$ cat src/shared/abu_pkg.sv
package abu_pkg;

	// register indices on the 8-bit register port
	localparam logic [2:0] ABU_OFF_CTRL   = 3'h0;
	localparam logic [2:0] ABU_OFF_ADDRH  = 3'h1;
	localparam logic [2:0] ABU_OFF_ADDRL  = 3'h2;
	localparam logic [2:0] ABU_OFF_AUX    = 3'h3;
	localparam logic [2:0] ABU_OFF_WSTAT  = 3'h4;
	localparam logic [2:0] ABU_OFF_FCLR   = 3'h5;

	// field positions
	localparam int ABU_BIT_ENABLE   = 7;
	localparam int ABU_BIT_ACTIVE   = 6;
	localparam int ABU_BIT_WDOG_DIS = 0;
	localparam int ABU_BIT_WAIT_EXIT = 1;
	localparam int ABU_BIT_CLR_EN   = 7;

	// reset values
	localparam logic [7:0]  ABU_RST_BYTE = 8'h00;
	localparam logic [15:0] ABU_RST_ADDR = 16'h0000;

	// vectors and opcodes
	localparam logic [15:0] ABU_VEC_NORMAL  = 16'hFFFC;
	localparam logic [15:0] ABU_VEC_MONITOR = 16'hFEFC;
	localparam logic [7:0]  ABU_OPC_SWI     = 8'h83;

	typedef struct packed {
		logic [2:0] addr;
		logic [7:0] wdata;
		logic       wr;
		logic       rd;
	} abu_reg_req_t;

	typedef struct packed {
		logic [15:0] addr;
		logic        pc_cycle;
		logic        opcode_fetch;
		logic        insn_start;
		logic        rti_done;
		logic        low_power;
	} abu_cpu_bus_t;

	typedef enum logic [1:0] {
		ABU_IDLE    = 2'b00,
		ABU_PENDING = 2'b01,
		ABU_BREAK   = 2'b10
	} abu_state_t;

endpackage : abu_pkg

$ cat src/core/abu_breakpoint_unit.sv
// Added by the designer: the address-and-strobe port and the register addresses.
`timescale 1ns/10ps

// Overview of operation
// - enabled address match raises breakpoint request
// - compare only program-counter generated addresses
// - break substitutes software interrupt opcode
// - vector FFFC normally, FEFC in monitor
// - interrupt return ends break state
// - opcode match breaks before instruction executes
// - operand match breaks after instruction completes
// - writing active bit breaks before next instruction
// - enable bit 7, read/write, reset clears
// - active set by match, software/reset clear
// - address bytes readable writable, reset clears
// - unchanged address after clear gives no rebreak
// - new address plus clear re-arms breaks
// - break stops timer and blocks captures
// - monitor break disables watchdog when bit set
// - flag shows wait exited by break
// - flags clearable in break only when enabled
// - no match break in wait or stop
module abu_breakpoint_unit (
	// clock and reset
	input  wire logic                 clk_sys,
	input  wire logic                 arst_n,
	// register port
	input  wire abu_pkg::abu_reg_req_t reg_req,
	output logic [7:0]                reg_rdata,
	// cpu side
	input  wire abu_pkg::abu_cpu_bus_t cpu_bus,
	input  wire logic                 monitor_mode,
	input  wire logic                 wait_exit_wake,
	// system integration side
	output logic                      breakpoint_request,
	output logic                      force_swi,
	output logic [7:0]                swi_opcode,
	output logic [15:0]               break_vector,
	output logic                      break_state,
	// gating of other modules
	output logic                      timer_stop,
	output logic                      capture_inhibit,
	output logic                      watchdog_disable,
	output logic                      flag_clear_allow
);
	import abu_pkg::*;

	abu_state_t  state_reg;
	abu_state_t  state_next;
	logic        enable_reg;
	logic        active_reg;
	logic [15:0] baddr_reg;
	logic        wdog_dis_reg;
	logic        clr_en_reg;
	logic        wait_exit_reg;
	logic        rearm_reg;

	function automatic logic hit(input logic [2:0] a, input logic [2:0] o,
		input logic s);
		hit = s && (a == o);
	endfunction : hit

	logic wr_ctrl;
	logic sw_break;
	logic match;
	logic opc_match;
	logic opr_match;
	logic take;

	assign wr_ctrl  = hit(reg_req.addr, ABU_OFF_CTRL, reg_req.wr);
	assign sw_break = wr_ctrl && reg_req.wdata[ABU_BIT_ACTIVE];
	// a stale address stays disarmed until an address byte is rewritten or reset
	assign match = enable_reg && rearm_reg && cpu_bus.pc_cycle
		&& !cpu_bus.low_power && (cpu_bus.addr == baddr_reg);
	assign opc_match = match && cpu_bus.opcode_fetch;
	assign opr_match = match && !cpu_bus.opcode_fetch;
	// break taken only at an instruction boundary
	assign take = (state_reg == ABU_PENDING) && cpu_bus.insn_start;

	always_comb
	begin
		state_next = state_reg;
		case (state_reg)
			ABU_IDLE:
			begin
				if (opc_match)
					state_next = ABU_BREAK;
				else if (opr_match || sw_break)
					state_next = ABU_PENDING;
			end
			ABU_PENDING:
			begin
				if (take)
					state_next = ABU_BREAK;
			end
			ABU_BREAK:
			begin
				if (cpu_bus.rti_done)
					state_next = ABU_IDLE;
			end
			default:
				state_next = ABU_IDLE;
		endcase
	end

	always_ff @(posedge clk_sys or negedge arst_n)
	begin
		if (!arst_n)
			state_reg <= ABU_IDLE;
		else
			state_reg <= state_next;
	end

	always_ff @(posedge clk_sys or negedge arst_n)
	begin
		if (!arst_n)
			enable_reg <= 1'b0;
		else if (wr_ctrl)
			enable_reg <= reg_req.wdata[ABU_BIT_ENABLE];
	end

	// hardware set wins over a software clear in the same cycle
	always_ff @(posedge clk_sys or negedge arst_n)
	begin
		if (!arst_n)
			active_reg <= 1'b0;
		else if (match || sw_break)
			active_reg <= 1'b1;
		else if (wr_ctrl)
			active_reg <= reg_req.wdata[ABU_BIT_ACTIVE];
	end

	always_ff @(posedge clk_sys or negedge arst_n)
	begin
		if (!arst_n)
			baddr_reg <= ABU_RST_ADDR;
		else
		begin
			if (hit(reg_req.addr, ABU_OFF_ADDRH, reg_req.wr))
				baddr_reg[15:8] <= reg_req.wdata;
			if (hit(reg_req.addr, ABU_OFF_ADDRL, reg_req.wr))
				baddr_reg[7:0] <= reg_req.wdata;
		end
	end

	// a hit disarms; writing a new address re-arms
	always_ff @(posedge clk_sys or negedge arst_n)
	begin
		if (!arst_n)
			rearm_reg <= 1'b1;
		else if (match)
			rearm_reg <= 1'b0;
		else if (hit(reg_req.addr, ABU_OFF_ADDRH, reg_req.wr)
			|| hit(reg_req.addr, ABU_OFF_ADDRL, reg_req.wr))
			rearm_reg <= 1'b1;
	end

	always_ff @(posedge clk_sys or negedge arst_n)
	begin
		if (!arst_n)
		begin
			wdog_dis_reg <= 1'b0;
			clr_en_reg   <= 1'b0;
		end
		else
		begin
			if (hit(reg_req.addr, ABU_OFF_AUX, reg_req.wr))
				wdog_dis_reg <= reg_req.wdata[ABU_BIT_WDOG_DIS];
			if (hit(reg_req.addr, ABU_OFF_FCLR, reg_req.wr))
				clr_en_reg <= reg_req.wdata[ABU_BIT_CLR_EN];
		end
	end

	// wait-exit flag: set by a wake from wait that enters break
	always_ff @(posedge clk_sys or negedge arst_n)
	begin
		if (!arst_n)
			wait_exit_reg <= 1'b0;
		else if (wait_exit_wake && state_next == ABU_BREAK
			&& state_reg != ABU_BREAK)
			wait_exit_reg <= 1'b1;
		else if (hit(reg_req.addr, ABU_OFF_WSTAT, reg_req.wr)
			&& !reg_req.wdata[ABU_BIT_WAIT_EXIT])
			wait_exit_reg <= 1'b0;
		else if (state_reg == ABU_IDLE && !wait_exit_wake)
			wait_exit_reg <= wait_exit_reg;
	end

	always_ff @(posedge clk_sys or negedge arst_n)
	begin
		if (!arst_n)
			reg_rdata <= ABU_RST_BYTE;
		else
		begin
			reg_rdata <= ABU_RST_BYTE;
			if (reg_req.rd)
				case (reg_req.addr)
					ABU_OFF_CTRL:
						reg_rdata <= {enable_reg, active_reg, 6'h00};
					ABU_OFF_ADDRH:
						reg_rdata <= baddr_reg[15:8];
					ABU_OFF_ADDRL:
						reg_rdata <= baddr_reg[7:0];
					ABU_OFF_AUX:
						reg_rdata <= {7'h00, wdog_dis_reg};
					ABU_OFF_WSTAT:
						reg_rdata <= {6'h00, wait_exit_reg, 1'b0};
					ABU_OFF_FCLR:
						reg_rdata <= {clr_en_reg, 7'h00};
					default:
						reg_rdata <= ABU_RST_BYTE;
				endcase
		end
	end

	// outputs other than the vector and opcode registered from next state so they align with break entry
	logic entering;
	assign entering = (state_next == ABU_BREAK) && (state_reg != ABU_BREAK);

	always_ff @(posedge clk_sys or negedge arst_n)
	begin
		if (!arst_n)
		begin
			breakpoint_request <= 1'b0;
			force_swi          <= 1'b0;
			swi_opcode         <= ABU_OPC_SWI;
			break_vector       <= ABU_VEC_NORMAL;
			break_state        <= 1'b0;
			timer_stop         <= 1'b0;
			capture_inhibit    <= 1'b0;
			watchdog_disable   <= 1'b0;
			flag_clear_allow   <= 1'b1;
		end
		else
		begin
			breakpoint_request <= entering;
			force_swi          <= entering;
			swi_opcode         <= ABU_OPC_SWI;
			break_vector       <= monitor_mode ? ABU_VEC_MONITOR
				: ABU_VEC_NORMAL;
			break_state        <= (state_next == ABU_BREAK);
			timer_stop         <= (state_next == ABU_BREAK);
			capture_inhibit    <= (state_next == ABU_BREAK);
			watchdog_disable   <= (state_next == ABU_BREAK)
				&& monitor_mode && wdog_dis_reg;
			flag_clear_allow   <= (state_next != ABU_BREAK)
				|| clr_en_reg;
		end
	end
endmodule : abu_breakpoint_unit

$ cat config.mk
export PLATFORM = sky130hd
export DESIGN_NAME = abu_breakpoint_unit
export DESIGN_NICKNAME = d
export VERILOG_FILES = /design/src/shared/abu_pkg.sv /design/src/core/abu_breakpoint_unit.sv
export SDC_FILE = /design/constraint.sdc
export NUM_CORES = 1
export LEC_CHECK = 0
export ABC_AREA = 1
export BUFFER_PORTS_ARGS = -buffer_cell sky130_fd_sc_hd__buf_2
export CAP_MARGIN = 5
export CORE_MARGIN = 4
export CORE_UTILIZATION = 55
export CTS_BUF_LIST = sky130_fd_sc_hd__clkbuf_8
export DETAILED_ROUTE_END_ITERATION = 6
export PLACE_DENSITY_LB_ADDON = 0.15
export SYNTH_ARGS = -nofsm -noshare
export SYNTH_HDL_FRONTEND = slang
export SYNTH_SLANG_ARGS = --single-unit
$ cat constraint.sdc
create_clock -name clk_sys -period 3.9 [get_ports clk_sys]
set_input_delay 0.585 -clock clk_sys [delete_from_list [all_inputs] [get_ports clk_sys]]
set_output_delay 0.585 -clock clk_sys [all_outputs]
set_load 0.01 [all_outputs]
### Word-level counts from Yosys, hierarchy flattened

Cells that the tools add are included.

| storage, ports and cells | value |
|---|---|
| register bits after elaboration | 46 |
| input port bits | 38 |
| output and inout bits | 39 |
| word-level logic and storage cells | 72 |

| cells by class | value |
|---|---|
| eq/ne operators | 11 |
| multiplexer cells | 14 |
| reduce and logical (&&, ||, !) cells | 32 |

Operator list:

| cell | count |
|---|---|
| 8-bit one-hot mux with 6 select lines | 1 |
| 1-bit logical AND | 20 |
| 16-bit equality test | 1 |
| 9-bit 2-to-1 mux | 1 |
| 2-bit 2-to-1 mux | 4 |
| 8-bit 2-to-1 mux | 1 |
| 3-bit by 2-bit equality test with 1-bit output (second input constant) | 2 |
| 3-bit equality test (second input constant) | 2 |
| 1-bit 2-to-1 mux | 6 |
| 2-bit one-hot mux with 3 select lines | 1 |
| 2-bit nonzero test | 3 |
| 2-bit equality test (second input constant) | 2 |
| 1-bit logical OR | 4 |
| 2-bit inequality test (second input constant) | 2 |
| 3-bit by 1-bit equality test with 1-bit output (second input constant) | 1 |
| 1-bit logical NOT | 3 |
| 3-bit logical NOT | 1 |
| 2-bit by 1-bit equality test with 1-bit output (second input constant) | 1 |
| 2-bit logical NOT | 1 |

### Depth between registers and ports, before layout

| logic depth | value |
|---|---|
| word-level depth | 13 |
| gate-level depth with buffers | 11 |
| gate-level depth less buffers | 11 |

### Worst setup path before layout

No wires, ideal clock.

| path | value |
|---|---|
| path type | input port to flip-flop |
| from | input port reg_req[11] in the netlist's numbering |
| to | register baddr_reg[6] |
| setup time | 0.119 ns |
| data arrival time | 1.310 ns |
| required time | 3.781 ns |
| slack | 2.470 ns |
| stages | 8 |
| buffers on the path | 1 |
| cell sequence | inv_1 > nor2_1 > nand2_1 > clkinv_2 > nand2_4 > buf_4 > nand2_1 > o21ai_2 |

| on the way | value |
|---|---|
| longest elaborated chain between the ends | 2 |

RTL lines:

| item | line | source |
|---|---|---|
| start: declaration | abu_breakpoint_unit.sv:28 | `input wire abu_pkg::abu_reg_req_t reg_req,` |
| 3-bit by 2-bit equality test with 1-bit output | abu_breakpoint_unit.sv:60 | `hit = s && (a == o);` |
| 1-bit logical AND | abu_breakpoint_unit.sv:60 |  |
| end signal: assignment | abu_breakpoint_unit.sv:142 | `baddr_reg[7:0] <= reg_req.wdata;` |
| end: declaration | abu_breakpoint_unit.sv:52 | `logic [15:0] baddr_reg;` |

No other way between the ends.
A chain may end at the register's enable or synchronous reset.

### Final worst setup path

| path | value |
|---|---|
| from | register flag_clear_allow |
| to | output port flag_clear_allow |

RTL lines:

| item | line | source |
|---|---|---|
| start: declaration | abu_breakpoint_unit.sv:44 | `output logic flag_clear_allow` |
| start signal: assignment | abu_breakpoint_unit.sv:246 | `flag_clear_allow <= (state_next != ABU_BREAK)` |

No word-level cell between the ends.

==> summary by stage <==
Floorplan
From bottom edge to top edge, the die measures 69.2 µm. 77 I/O pins were placed. The die extent in x is 69.2 µm. The placeable core region is 0.00347 mm². The floorplan step defined a die boundary enclosing 0.00479 mm². Row generation in the floorplan step produced 21 rows. For this configuration, the core starts out at a cell density of 59.4%.

Layout
Relative to the synthesized area, the layout overhead comes to 15.1%. Of the cells placed in the final design, the portion with a size suffix greater than 1 is 30.0%. The register with the most flip-flops in the layout has 16 of them. After routing the design area is 0.00237 mm². For this run, the post-layout net count is 337.

The number of antenna diodes in the final layout is 0. After filler insertion, the fill cell instance count of the layout stands at 317.

Timing
The clock arrives with 0.00251 ns of skew. The max-slew violation count was 0. The number of endpoints failing setup at the final stage is 0. The worst max-slew margin expressed relative to the limit is 48.1%. Of the available clock period, the critical path in the final layout requires 38.4%. The worst hold-check slack is 0.378 ns. The transition time at the pin with the least slew margin is 0.779 ns. The number of hold violations in the final report is 0. The final critical delay including setup and external delays is 1.50 ns.

The highest clock rate is 667 MHz. Setup repair after global routing left no endpoint under its margin. For the final routed database, the setup TNS stands at 0 ns.

CTS
In this run the number of H-tree levels came out at 2. After clock tree synthesis, the repair step resized 0 gates. The number of sinks handled by clock tree synthesis is 37. Buffers inserted to repair hold after CTS numbered 0. The clock latency reported for the late side of the worst-skew pair is 0.28 ns. The CTS tree is yes. The cell chosen for the clock root is sky130_fd_sc_hd__clkbuf_8. The maximum clock insertion buffer count is 2.

Post-CTS timing repair inserted 0 buffers for setup. Clock-pin slew was measured on the worst setup and hold paths at 0.07 ns. The number of buffers created by CTS is 5.

GRT
Across every metal layer, demand over resource in global routing totals 17.3%. The number of global-route vias before repair came to 1513. The leftover overflow at the end of global routing is 0. The first global-routing pass estimated 6.71 mm of wire. Entering global routing, the biggest net connects 38 pins. The initial antenna violation count is 0.

Status
The flow ran to the end, and the final reports show no timing, DRC or antenna violations.

Pwr
In this run the power density over the cells is 461 mW/mm². IR analysis of the VDD net gives a maximum drop of 0.000386 V. The total design power is 1090 µW. The reported leakage power is 0.00132 µW.

Detailed routing
The average vias per placed instance is 4.51. The count of nets left with antenna violations after detail routing is 0. The first detailed-routing pass ran for 4 iterations. The initial detailed-routing violation count is 129. The number of vias in the routed layout is 1561. The final routed wire length divided by cell count is 11.3 µm. Wires add up to 3.90 mm.

The remaining routing DRC violations is 0.

Synthesis
The largest area contributor in the netlist is sky130_fd_sc_hd__dfrtp_1. In the synthesized netlist the dominant register cell turns out to be sky130_fd_sc_hd__dfrtp_1. The post-synthesis async set-or-reset flop share is 100%. The synthesized design contains 37 register bits. Yosys attributes the largest share of cell area to sky130_fd_sc_hd__dfrtp_1 41%, sky130_fd_sc_hd__nand2_1 12%, sky130_fd_sc_hd__buf_4 9.8%. A synthesized cell averages 8.37 µm². The fraction of the yosys area taken by sequential cells is 45.1%.

In this run, synthesis inferred 0 flip-flops with an integrated enable. During synthesis, Yosys emitted a total of 0 warnings. The synthesized netlist contains 31 unique library cells. The cell count after synthesis is 246. By count the netlist is led by 68 x sky130_fd_sc_hd__nand2_1, 34 x sky130_fd_sc_hd__dfrtp_1, 28 x sky130_fd_sc_hd__inv_1, 27 x sky130_fd_sc_hd__buf_4, 13 x sky130_fd_sc_hd__nand3_1. The area share of the leading cell type in the synthesized netlist is 41.3%. The post-synth design cell area is 0.00206 mm². The most instantiated library cell after synthesis is sky130_fd_sc_hd__nand2_1.

Worst hold path
The worst hold path belongs to the class primary input to asynchronous set/reset pin.

Critical path
The critical path endpoint category is an output port. The buffers plus inverters on the worst setup path is 1. The largest single stage delay on the critical path is 0.52 ns. The slowest stage of the critical path belongs to the cell sky130_fd_sc_hd__dfstp_2. The critical path class is register to output port. STA classifies the critical path startpoint as a register. Of all nets on the critical path, the largest fanout is 1.

The kind of cell adding the most delay to the critical path is flip-flops. The worst endpoint required time is 3.31 ns. The worst endpoint data arrival time is 0.91 ns. The critical path goes through buf_2.

Place
The final weighted congestion in routability-driven placement is 0.855. After legalization and detailed placement, the total HPWL measured 3.07 mm. The number of port buffers is 53. The area after detailed placement is 0.00225 mm².

Flow run
The reported max-cap violation count is 0.
==> logic make-up after synthesis <==
family,synth area share (%)
simple gates,23.4
buf+inv,16.8
flops,45.1
compound gates,10.0
xor+xnor,4.25
other cells,0.365
==> worst paths after layout <==
kind	startpoint	end	slack [ns]	cells after the start
worst min register to register	wait_exit_reg	wait_exit_reg	0.49	2
worst max register to register	rearm_reg	wait_exit_reg	2.43	10
worst min-delay path	arst_n	baddr_reg[2]	0.38	1
worst max-delay path	flag_clear_allow	flag_clear_allow	2.40	1
min in group clk_sys	monitor_mode	break_vector[8]	0.43	2
max in group asynchronous	arst_n	baddr_reg[9]	3.03	1
==> routing by layer <==
layer  GRT usage [%]  share of wire, %  vias to the layer above
met1            21.4                44                      684
met5               0                 0                        -
met2            28.6                48                       57
met4            5.86              0.87                        0
met3            5.22               7.6                        4
li1                -                 -                      816
==> power by group <==
part	leakage (µW)	internal [µW]	total, µW	switching [µW]
logic	0.000784	112	257	145
registers	0.000473	451	502	50.4
clock network	0.0000626	206	333	127
==> layout by cell type, fill, tap and decap left out, types with 6 or more instances in the layout <==
cell type and n:
sky130_fd_sc_hd__clkbuf_8 6, sky130_fd_sc_hd__nand2_1 68, sky130_fd_sc_hd__buf_2 53, sky130_fd_sc_hd__conb_1 23, sky130_fd_sc_hd__inv_1 29, sky130_fd_sc_hd__xnor2_1 7
sky130_fd_sc_hd__nand3_1 13, sky130_fd_sc_hd__o21ai_1 8, sky130_fd_sc_hd__dfrtp_1 34, sky130_fd_sc_hd__nor2_1 9, sky130_fd_sc_hd__o21ai_2 9
==> stage by stage <==
step / worst slack [ns] / std cells / utilization [%]
after CTS: 2.39 / 346 / 68.3
final: 2.40 / 346 / 68.3
after floorplan: 2.47 / 267 / -
after global routing: 2.32 / 346 / 68.3
after detailed placement: 2.23 / 338 / 65.0
after global placement: 2.25 / 338 / 65.0
==> cell type report <==
type                    instances  area (µm²)  share of cell area [%]
flip-flops and latches         37         930                    39.2
repair buffers                 53         265                    11.2
well taps                      46        57.6                    2.43
clock buffers                   6        82.6                    3.48
multi-input cells             169         862                    36.4
inverters                      33         139                    5.86
clock inverters                 2        33.8                    1.43
==> worst reg2reg max path: cells and delay by family, from the launching register on <==
kind	cells	cell delay, ns
DFF	1	0.54
and+or+nand+nor	10	0.89
No activity file was read; power rests on OpenSTA's default activity.
